File: config.mk
export PLATFORM = sky130hd
export DESIGN_NAME = bip_port
export DESIGN_NICKNAME = d
export VERILOG_FILES = /design/src/verilog/bip_pkg.sv /design/src/verilog/bip_port.sv /design/src/verilog/bip_regfile.sv
export SDC_FILE = /design/constraint.sdc
export NUM_CORES = 1
export LEC_CHECK = 0
export ABC_CLOCK_PERIOD_IN_PS = 2150
export BUFFER_PORTS_ARGS = -buffer_cell sky130_fd_sc_hd__buf_2
export CORE_ASPECT_RATIO = 1.2
export CORE_MARGIN = 2
export CORE_UTILIZATION = 52
export DETAILED_ROUTE_END_ITERATION = 12
export PLACE_DENSITY_LB_ADDON = 0.15
export REMOVE_ABC_BUFFERS = 1
export SLEW_MARGIN = 20
export SYNTH_ARGS = -nofsm -noshare
export SYNTH_HDL_FRONTEND = slang
export SYNTH_SLANG_ARGS = --single-unit
File: constraint.sdc
create_clock -name clk_sys_i -period 2.15 [get_ports clk_sys_i]
set_input_delay 0 -clock clk_sys_i [delete_from_list [all_inputs] [get_ports clk_sys_i]]
set_output_delay 0 -clock clk_sys_i [all_outputs]
set_load 0.1 [all_outputs]
File: src/verilog/bip_pkg.sv
// Package of constants and types for the bytewise I/O port
package bip_pkg;
	// ----------------------------------------
	// Register selects
	// ----------------------------------------
	localparam logic [1:0] BIP_SEL_PIN_LATCH = 2'h0;
	localparam logic [1:0] BIP_SEL_DIRECTION = 2'h1;
	localparam logic [1:0] BIP_SEL_OPTION = 2'h2;
	localparam int BIP_REG_COUNT = 3;
	localparam int BIP_WIDTH = 8;
	localparam logic [7:0] BIP_RST_PIN_LATCH = 8'h00;
	localparam logic [7:0] BIP_RST_DIRECTION = 8'h00;
	localparam logic [7:0] BIP_RST_OPTION = 8'h00;
	localparam logic [7:0] BIP_ANALOG_CAPABLE = 8'hff;
	localparam logic [7:0] BIP_IMPLEMENTED = 8'hff;

	// ----------------------------------------
	// Types
	// ----------------------------------------
	typedef enum logic [1:0] {
		BIP_TRIG_FALL,
		BIP_TRIG_RISE,
		BIP_TRIG_LOW
	} bip_trig_type;

	typedef struct packed {
		logic wr;
		logic rd;
		logic [1:0] sel;
		logic [7:0] wdata;
	} bip_bus_req_type;

	typedef struct packed {
		logic [7:0] drive_low_n;
		logic [7:0] pull_up_en;
		logic [7:0] analog_sel;
		logic [7:0] irq_line_en;
	} bip_pad_ctl_type;
endpackage : bip_pkg

File: src/verilog/bip_port.sv
// Bytewise general-purpose I/O port: registers, pad control, interrupt requests
// ----------------------------------------
// Functional notes
// - Three byte registers, one bit per line
// - Inputs read pins; outputs drive latch bit
// - Input reads from pins; writes update latch
// - Direction bit: 0 input, 1 output
// - Reset clears all three registers
// - 000: input, pull-up, no interrupt
// - 001: input, high impedance, no interrupt
// - 010: input, pull-up, interrupt connected
// - 011: analog input to multiplexer
// - Direction 1, option 0: open drain
// - Direction 1, option 1: push-pull latch value
// - Trigger: falling, rising or low level
// - Bit operations read and rewrite whole byte
// - Registers accessed like data-space RAM
// - Level select: level else edge
// ----------------------------------------
`timescale 1ns/1ps
`default_nettype none
module bip_port (
	// Clock and reset
	input wire logic clk_sys_i,
	input wire logic rst_n_i,
	// Data-space access
	input wire bip_pkg::bip_bus_req_type bus_i,
	output logic [7:0] rdata_o,
	// Interrupt configuration from the interrupt logic
	input wire logic level_select_bit_i,
	input wire logic edge_rising_i,
	input wire logic global_irq_enable_i,
	// Pins
	input wire logic [7:0] pin_i,
	output logic [7:0] pin_o,
	output logic [7:0] pin_oe_n_o,
	output logic [7:0] pull_up_en_o,
	output logic [7:0] analog_sel_o,
	// Interrupt requests
	output logic [7:0] line_irq_o,
	output logic irq_o
);
	import bip_pkg::*;

	logic [7:0] pin_latch_reg;
	logic [7:0] port_direction;
	logic [7:0] port_option;

	// ----------------------------------------
	// Register storage
	// ----------------------------------------
	bip_regfile u_regs (
		.clk_sys_i(clk_sys_i),
		.rst_n_i(rst_n_i),
		.wr_i(bus_i.wr),
		.sel_i(bus_i.sel),
		.wdata_i(bus_i.wdata),
		.latch_o(pin_latch_reg),
		.dir_o(port_direction),
		.opt_o(port_option)
	);

	// ----------------------------------------
	// Pin synchroniser
	// ----------------------------------------
	// First stage is read only by the second
	logic [7:0] sync1_q, sync1_d;
	logic [7:0] sync2_q, sync2_d;
	logic [7:0] prev_q, prev_d;

	always_comb begin
		sync1_d = pin_i;
		sync2_d = sync1_q;
		prev_d = sync2_q;
	end

	always_ff @(posedge clk_sys_i or negedge rst_n_i) begin
		if (!rst_n_i) begin
			sync1_q <= 8'hff;
			sync2_q <= 8'hff;
			prev_q <= 8'hff;
		end else begin
			sync1_q <= sync1_d;
			sync2_q <= sync2_d;
			prev_q <= prev_d;
		end
	end

	// ----------------------------------------
	// Pad configuration decode
	// ----------------------------------------
	function automatic bip_pad_ctl_type bip_decode(input logic [7:0] dir, input logic [7:0] opt,
			input logic [7:0] lat);
		bip_pad_ctl_type c;
		c.drive_low_n = 8'hff;
		c.pull_up_en = 8'h00;
		c.analog_sel = 8'h00;
		c.irq_line_en = 8'h00;
		for (int i = 0; i < BIP_WIDTH; i++) begin
			unique case ({dir[i], opt[i], lat[i]})
				3'b000: c.pull_up_en[i] = 1'b1;
				3'b001: ;
				3'b010: begin
					c.pull_up_en[i] = 1'b1;
					c.irq_line_en[i] = 1'b1;
				end
				3'b011: c.analog_sel[i] = BIP_ANALOG_CAPABLE[i];
				default: c.drive_low_n[i] = 1'b0;
			endcase
		end
		return c;
	endfunction : bip_decode

	bip_pad_ctl_type pad;
	assign pad = bip_decode(port_direction, port_option, pin_latch_reg);

	// Output enable low means driving; open drain only drives a zero
	always_comb begin
		for (int i = 0; i < BIP_WIDTH; i++) begin
			pin_o[i] = pin_latch_reg[i];
			if (!port_direction[i]) begin
				pin_oe_n_o[i] = 1'b1;
			end else if (port_option[i]) begin
				pin_oe_n_o[i] = 1'b0;
			end else begin
				pin_oe_n_o[i] = pin_latch_reg[i];
			end
		end
	end

	assign pull_up_en_o = pad.pull_up_en;
	assign analog_sel_o = pad.analog_sel;

	// ----------------------------------------
	// Read path
	// ----------------------------------------
	// Mixed byte: input lines from pins, output lines from latch
	logic [7:0] rdata_q, rdata_d;

	always_comb begin
		rdata_d = rdata_q;
		if (bus_i.rd) begin
			unique case (bus_i.sel)
				BIP_SEL_PIN_LATCH: rdata_d = (sync2_q & ~port_direction) |
					(pin_latch_reg & port_direction);
				BIP_SEL_DIRECTION: rdata_d = port_direction;
				BIP_SEL_OPTION: rdata_d = port_option;
				default: rdata_d = 8'h00;
			endcase
		end
	end

	always_ff @(posedge clk_sys_i or negedge rst_n_i) begin
		if (!rst_n_i) begin
			rdata_q <= 8'h00;
		end else begin
			rdata_q <= rdata_d;
		end
	end

	// Read-modify-write of single bits is done by the core, so a bit
	// operation rewrites the pin-sourced input bits into the latch
	assign rdata_o = rdata_q;

	// ----------------------------------------
	// Interrupt detection
	// ----------------------------------------
	logic [7:0] irq_q, irq_d;

	always_comb begin
		for (int i = 0; i < BIP_WIDTH; i++) begin
			if (!pad.irq_line_en[i]) begin
				irq_d[i] = 1'b0;
			end else if (level_select_bit_i) begin
				irq_d[i] = ~sync2_q[i];
			end else if (edge_rising_i) begin
				irq_d[i] = sync2_q[i] & ~prev_q[i];
			end else begin
				irq_d[i] = ~sync2_q[i] & prev_q[i];
			end
		end
	end

	always_ff @(posedge clk_sys_i or negedge rst_n_i) begin
		if (!rst_n_i) begin
			irq_q <= 8'h00;
		end else begin
			irq_q <= irq_d;
		end
	end

	assign line_irq_o = irq_q;
	assign irq_o = global_irq_enable_i & (|irq_q);
endmodule : bip_port
`default_nettype wire

File: src/verilog/bip_regfile.sv
// Three byte registers of the port; read data is registered in bip_port
`timescale 1ns/1ps
`default_nettype none
module bip_regfile (
	// Clock and reset
	input wire logic clk_sys_i,
	input wire logic rst_n_i,
	// Access
	input wire logic wr_i,
	input wire logic [1:0] sel_i,
	input wire logic [7:0] wdata_i,
	// Contents
	output logic [7:0] latch_o,
	output logic [7:0] dir_o,
	output logic [7:0] opt_o
);
	import bip_pkg::*;

	logic [7:0] latch_q, latch_d;
	logic [7:0] dir_q, dir_d;
	logic [7:0] opt_q, opt_d;

	always_comb begin
		latch_d = latch_q;
		dir_d = dir_q;
		opt_d = opt_q;
		if (wr_i) begin
			// Writes always reach the latch, even for input lines
			unique case (sel_i)
				BIP_SEL_PIN_LATCH: latch_d = wdata_i;
				BIP_SEL_DIRECTION: dir_d = wdata_i;
				BIP_SEL_OPTION: opt_d = wdata_i;
				default: ;
			endcase
		end
	end

	always_ff @(posedge clk_sys_i or negedge rst_n_i) begin
		if (!rst_n_i) begin
			latch_q <= BIP_RST_PIN_LATCH;
			dir_q <= BIP_RST_DIRECTION;
			opt_q <= BIP_RST_OPTION;
		end else begin
			latch_q <= latch_d;
			dir_q <= dir_d;
			opt_q <= opt_d;
		end
	end

	assign latch_o = latch_q;
	assign dir_o = dir_q;
	assign opt_o = opt_q;
endmodule : bip_regfile
`default_nettype wire
# ---- Word-level counts from Yosys, hierarchy flattened
# Cells that the tools add are included.
dict set report op_classes {
  addsub 0
  n_mul 0
  n_div 0
  order_cmp 0
  eq_ne 18
  shifts 0
  mux 65
  bitwise 37
  reduce_logical 21
}
# cell n
set op_table {}
lappend op_table {{1-bit two-way mux} 64}
lappend op_table {{3-bit by 2-bit equality test with 1-bit output (second input constant)} 16}
lappend op_table {{3-bit zero test} 8}
lappend op_table {{8-bit one-hot mux with 3 select lines} 1}
lappend op_table {{1-bit AND} 17}
lappend op_table {{8-bit AND} 2}
lappend op_table {{1-bit inverter} 16}
lappend op_table {{2-bit OR reduction} 8}
lappend op_table {{8-bit inverter} 1}
lappend op_table {{8-bit OR} 1}
lappend op_table {{8-bit OR reduction} 1}
lappend op_table {{2-bit AND reduction} 3}
lappend op_table {{2-bit by 1-bit equality test with 1-bit output (second input constant)} 1}
lappend op_table {{2-bit equality test (second input constant)} 1}
lappend op_table {{2-bit zero test} 1}
dict set report word_totals {
  reg_bits 64
  latch_bits 0
  ram_bits 0
  rom_bits 0
  in_bits 25
  out_inout_bits 49
  wordCells 149
  mem_count 0
}

# ---- Depth between registers and ports, before layout
dict set report logic_depth {
  ltp_word 5
  depth_mapped 5
  ltp_nobuf 3
}

# ---- Modules after synthesis
# A second synthesis with hierarchy kept.
dict set report hier_totals {
  hier_cells 217
  hier_area_um2 2746.4
}
# mod n_inst cells_per_inst area_each_um2 seq_area_each_um2
set modules_own_cells {}
lappend modules_own_cells {bip_port 1 166 1834.3 1031.0}
lappend modules_own_cells {bip_regfile 1 51 912.1 600.6}

# ---- Worst setup path after synthesis
# OpenSTA, ideal clock, no wires.
dict set report synth_timing {
  kind {flip-flop to output port}
  start {register u_regs.latch_q[2], in the netlist u_regs.latch_o[2]}
  end {output analog_sel_o[2]}
  t_arrival_ns 3.325
  required_time_ns 2.150
  slack_ns -1.175
  path_stages_with_launch 3
  path_buffers 0
  path_cell_list {dfrtp_1 > inv_1 > nor3b_1}
}
dict set report synth_between {
  elab_chain_len 2
}
# element line_no
set synth_rtl {}
lappend synth_rtl {{start: declaration} bip_regfile.sv:19} ;# logic [7:0] latch_q, latch_d;
lappend synth_rtl {{start signal: assignment} bip_regfile.sv:44} ;# latch_q <= latch_d;
lappend synth_rtl {{3-bit by 2-bit equality test with 1-bit output} bip_port.sv:100} ;# unique case ({dir[i], opt[i], lat[i]})
lappend synth_rtl {{1-bit two-way mux} bip_port.sv:100}
lappend synth_rtl {{end: declaration} bip_port.sv:38} ;# output logic [7:0] analog_sel_o,
# No other way between the ends.

# ---- Final worst setup path
dict set report layout_timing {
  start {register u_regs.latch_q[6], in the netlist u_regs.latch_o[6]}
  end {output analog_sel_o[6]}
}
# Same word-level chain as after synthesis.

==> impl_metrics.prom <==
# TYPE chip_impl_metric gauge
chip_impl_metric{name="die_y",unit="um"} 83.1
chip_impl_metric{name="place_hpwl",unit="mm"} 4.15
chip_impl_metric{name="grt_antenna_before_repair",unit=""} 0
chip_impl_metric{name="wire_per_inst",unit="um"} 16.5
chip_impl_info{name="clock_tree_from_tritoncts",value="yes"} 1
chip_impl_metric{name="via_cell_ratio",unit=""} 5.54
chip_impl_metric{name="drv_cap",unit=""} 0
chip_impl_info{name="worst_path_max_delay_cell",value="sky130_fd_sc_hd__buf_2"} 1
chip_impl_metric{name="max_freq",unit="MHz"} 667
chip_impl_metric{name="diodes",unit=""} 0
chip_impl_metric{name="grt_start_max_net_pins",unit=""} 55
chip_impl_metric{name="whs",unit="ns"} 0.0736
chip_impl_metric{name="layout.nets",unit=""} 345
chip_impl_metric{name="top_level_ports",unit=""} 74
chip_impl_metric{name="num_rows",unit=""} 28
chip_impl_metric{name="timing.final.setup_violations",unit=""} 0
chip_impl_metric{name="n_fill_cell",unit=""} 381
chip_impl_metric{name="syn-cell-area",unit="mm2"} 0.00271
chip_impl_metric{name="route.vias.total",unit=""} 2132
chip_impl_metric{name="post_cts.resized_instances",unit=""} 0
chip_impl_metric{name="clk_pin_slew_worst_paths",unit="ns"} 0.06
chip_impl_metric{name="crit_fanout",unit=""} 5
chip_impl_metric{name="route.antenna.remaining_nets",unit=""} 0
chip_impl_metric{name="final_period_minus_worst_setup_slack",unit="ns"} 1.50
chip_impl_info{name="status",value="complete, no violations"} 1
chip_impl_metric{name="worst-endpoint-required",unit="ns"} 2.15
chip_impl_metric{name="detail_route.iter0.violations",unit=""} 165
chip_impl_metric{name="clock_skew",unit="ns"} 0.00525
chip_impl_metric{name="peakVddDrop",unit="mV"} 0.820
chip_impl_metric{name="gpl.final_weighted_congestion",unit=""} 0.749
chip_impl_metric{name="finalHoldViolations",unit=""} 0
chip_impl_metric{name="initial_utilization",unit=""} 0.545
chip_impl_metric{name="yosys.cell_types.count",unit=""} 31
chip_impl_metric{name="max-clock-path-buffers",unit=""} 2
chip_impl_metric{name="synth_cells",unit=""} 225
chip_impl_metric{name="slew_headroom",unit=""} 0.544
chip_impl_metric{name="power_density",unit="mW/mm2"} 1180
chip_impl_info{name="rsz0062_at_grt",value="false"} 1
chip_impl_metric{name="synth_edf_count",unit=""} 0
chip_impl_metric{name="numClockSinks",unit=""} 64
chip_impl_info{name="crit_path_end_kind",value="output pin"} 1
chip_impl_metric{name="grt_use_total",unit=""} 0.240
chip_impl_metric{name="grt_first_pass_wirelength",unit="mm"} 10.7
chip_impl_metric{name="r2r_slack",unit="ns"} 0.81
chip_impl_metric{name="cts-htree-levels",unit=""} 3
chip_impl_metric{name="post_synth.cell_area_avg",unit="um2"} 12.1
chip_impl_metric{name="crit_arrival",unit="ns"} 1.50
chip_impl_metric{name="coreArea",unit="mm2"} 0.00497
chip_impl_info{name="yosysMostFrequentCell",value="sky130_fd_sc_hd__dfrtp_1"} 1
chip_impl_metric{name="die-width",unit="um"} 69.9
chip_impl_metric{name="drt_first_pass_iters",unit=""} 4
chip_impl_metric{name="numPortBuffers",unit=""} 73
chip_impl_info{name="top_cell_type_by_total_area_after_synthesis",value="sky130_fd_sc_hd__dfrtp_1"} 1
chip_impl_metric{name="cts_inserted_buffers",unit=""} 9
chip_impl_metric{name="timing_worst_slew_pin_value",unit="ns"} 0.683
chip_impl_info{name="timing.critical_path.cells",value="inv_1 > nor3_1 > buf_2"} 1
chip_impl_info{name="path_class",value="reg2out"} 1
chip_impl_metric{name="number_of_global_route_vias_before_repair",unit=""} 2145
chip_impl_info{name="timing.critical_path.from_type",value="flop"} 1
chip_impl_metric{name="layout_worst_path_cycle_share",unit=""} 0.698
chip_impl_metric{name="final_max_slew_viol_count",unit=""} 0
chip_impl_info{name="root_buffer",value="sky130_fd_sc_hd__clkbuf_8"} 1
chip_impl_metric{name="setup_total_negative_slack",unit="ns"} 0
chip_impl_metric{name="routed_wirelength",unit="mm"} 6.36
chip_impl_metric{name="yosysWarnings",unit=""} 0
chip_impl_info{name="worstHoldPathType",value="in2async"} 1
chip_impl_metric{name="gr-total-overflow",unit=""} 0
chip_impl_metric{name="synth.top_cell.area_share",unit=""} 0.369
chip_impl_info{name="synthFlopType",value="sky130_fd_sc_hd__dfrtp_1"} 1
chip_impl_metric{name="leakage",unit="nW"} 1.62
chip_impl_info{name="synth.top_cells.by_count",value="sky130_fd_sc_hd__dfrtp_1 (40), sky130_fd_sc_hd__dfstp_2 (24), sky130_fd_sc_hd__inv_1 (18)"} 1
chip_impl_metric{name="source_to_sink_clock_delay_at_the_later_pin_of_the_worst_skew_pair",unit="ns"} 0.33
chip_impl_metric{name="worst_stage_delay_on_the_critical_path",unit="ns"} 0.46
chip_impl_metric{name="yosys_register_bits",unit=""} 64
chip_impl_metric{name="drcViolationCount",unit=""} 0
chip_impl_metric{name="ys_seq_area_frac",unit=""} 0.601
chip_impl_metric{name="area_delta_synth_final",unit="%"} 28.6
chip_impl_metric{name="share_of_final_layout_standard_cells_stronger_than_drive_strength_1",unit=""} 0.446
chip_impl_metric{name="asyncSetResetFlopFracSynth",unit=""} 1.00
chip_impl_info{name="synth_top_cells_by_area",value="sky130_fd_sc_hd__dfrtp_1 (37%), sky130_fd_sc_hd__dfstp_2 (23%), sky130_fd_sc_hd__mux2_2 (6.6%), sky130_fd_sc_hd__o21ai_0 (3.1%), sky130_fd_sc_hd__and2b_2 (2.6%)"} 1
chip_impl_metric{name="die_area",unit="mm2"} 0.00581
==> area by class of cell <==
class                           instances  area [um2]  share of cell area
Inverter                               19        71.3              0.0204
Multi-Input combinational cell        134         965               0.276
Tap cell                               60        75.1              0.0215
Clock inverter                          3        15.0             0.00430
Sequential cell                        64        1630               0.468
Clock buffer                           13         169              0.0484
Timing Repair Buffer                   92         563               0.161
==> worst paths after layout <==
| path | to | cells after the start | startpoint |
|---|---|---|---|
| setup / recovery | analog_sel_o[6] | 3 | u_regs.latch_o[6] |
| hold / removal | u_regs.latch_o[6] | 2 | rst_n_i |
| setup reg to reg | rdata_o[6] | 3 | prev_d[6] |
| hold reg to reg | prev_d[2] | 0 | sync1_q[2] |
| max in group asynchronous | sync1_q[3] | 3 | rst_n_i |
| min in group clk_sys_i | line_irq_o[3] | 3 | level_select_bit_i |
==> worst max-delay path: cells and delay by family, from the launching register on <==
family	cells	cell delay, ns
flops	1	0.41
buf+inv	2	0.56
simple gates	1	0.20
==> power by group <==
group	switching (mW)	internal [mW]	total, mW
registers	0.148	1.37	1.51
logic	1.36	0.288	1.65
clock network	0.430	0.507	0.937
total	1.94	2.16	4.10
==> per-layer routing <==
layer	wire length, um	GRT usage
met1	2750	0.311
met2	3200	0.384
met3	297	0.0619
met4	109	0.101
met5	0	0
==> cells in the final DEF, fill, tap and decap left out <==
master | Yosys | final
sky130_fd_sc_hd__nand2b_1 | 1 | 1
sky130_fd_sc_hd__mux2_2 | 16 | 16
sky130_fd_sc_hd__nor4_1 | 2 | 2
sky130_fd_sc_hd__a2111oi_2 | 3 | 3
sky130_fd_sc_hd__a21boi_0 | 1 | 1
sky130_fd_sc_hd__dlygate4sd3_1 | 0 | 17
sky130_fd_sc_hd__o2111ai_1 | 7 | 7
sky130_fd_sc_hd__clkinv_2 | 0 | 3
sky130_fd_sc_hd__or3b_2 | 1 | 1
sky130_fd_sc_hd__and2b_2 | 8 | 8
sky130_fd_sc_hd__buf_4 | 1 | 1
sky130_fd_sc_hd__buf_12 | 0 | 1
sky130_fd_sc_hd__nor3b_1 | 5 | 5
sky130_fd_sc_hd__nand3b_1 | 9 | 9
sky130_fd_sc_hd__o221ai_1 | 7 | 7
sky130_fd_sc_hd__nor3_1 | 3 | 3
sky130_fd_sc_hd__nor2b_4 | 1 | 1
sky130_fd_sc_hd__o21ai_0 | 17 | 17
sky130_fd_sc_hd__clkinv_1 | 1 | 1
sky130_fd_sc_hd__nand2_1 | 13 | 13
sky130_fd_sc_hd__a22oi_1 | 7 | 7
sky130_fd_sc_hd__nor2_1 | 15 | 15
sky130_fd_sc_hd__buf_2 | 3 | 73
sky130_fd_sc_hd__nor3b_4 | 1 | 1
sky130_fd_sc_hd__inv_1 | 18 | 18
sky130_fd_sc_hd__o21bai_1 | 8 | 8
sky130_fd_sc_hd__dfrtp_1 | 40 | 40
sky130_fd_sc_hd__a21oi_1 | 6 | 6
sky130_fd_sc_hd__clkbuf_8 | 0 | 12
sky130_fd_sc_hd__clkbuf_1 | 3 | 1
sky130_fd_sc_hd__nand3_2 | 1 | 1
sky130_fd_sc_hd__o31ai_1 | 1 | 1
sky130_fd_sc_hd__o22a_1 | 1 | 1
sky130_fd_sc_hd__dfstp_2 | 24 | 24
==> kinds of logic (layout without fill, tap and decap cells) <==
| group | Yosys count | after routing | share of synthesized area |
|---|---|---|---|
| AOI/OAI and AO/OA | 58 | 58 | 0.155 |
| muxes | 16 | 16 | 0.0664 |
| DFF | 64 | 64 | 0.601 |
| buffers and inverters | 27 | 127 | 0.0429 |
| and+or+nand+nor | 60 | 60 | 0.135 |
==> repair_timing <==
action                    in CTS  in global routing
setup buffers                  0                  0
hold buffers                  17                  0
hold endpoints to repair      78                  0
==> state kept, by name, summed over array words and instances (netlist names) <==
signal          cells
line_irq_o          8
prev_d              8
prev_q              8
rdata_o             8
sync1_q             8
u_regs.dir_o        8
u_regs.latch_o      8
u_regs.opt_o        8
==> stage by stage <==
| stage | instance area (um2) | worst slack (ns) | instances | power, mW | util |
|---|---|---|---|---|---|
| final | 3490 | 0.650 | 385 | 4.10 | 0.701 |
| after global routing | 3490 | 0.564 | 385 | 4.28 | 0.701 |
| after CTS | 3490 | 0.643 | 385 | 4.13 | 0.701 |
| after detailed placement | 3140 | 0.819 | 352 | 3.16 | 0.630 |
| after global placement | 3140 | 0.832 | 352 | 3.14 | 0.630 |
| after floorplan | 2670 | -1.17 | 217 | 2.86 | - |
Note: power is estimated with default switching activity, not from simulation.
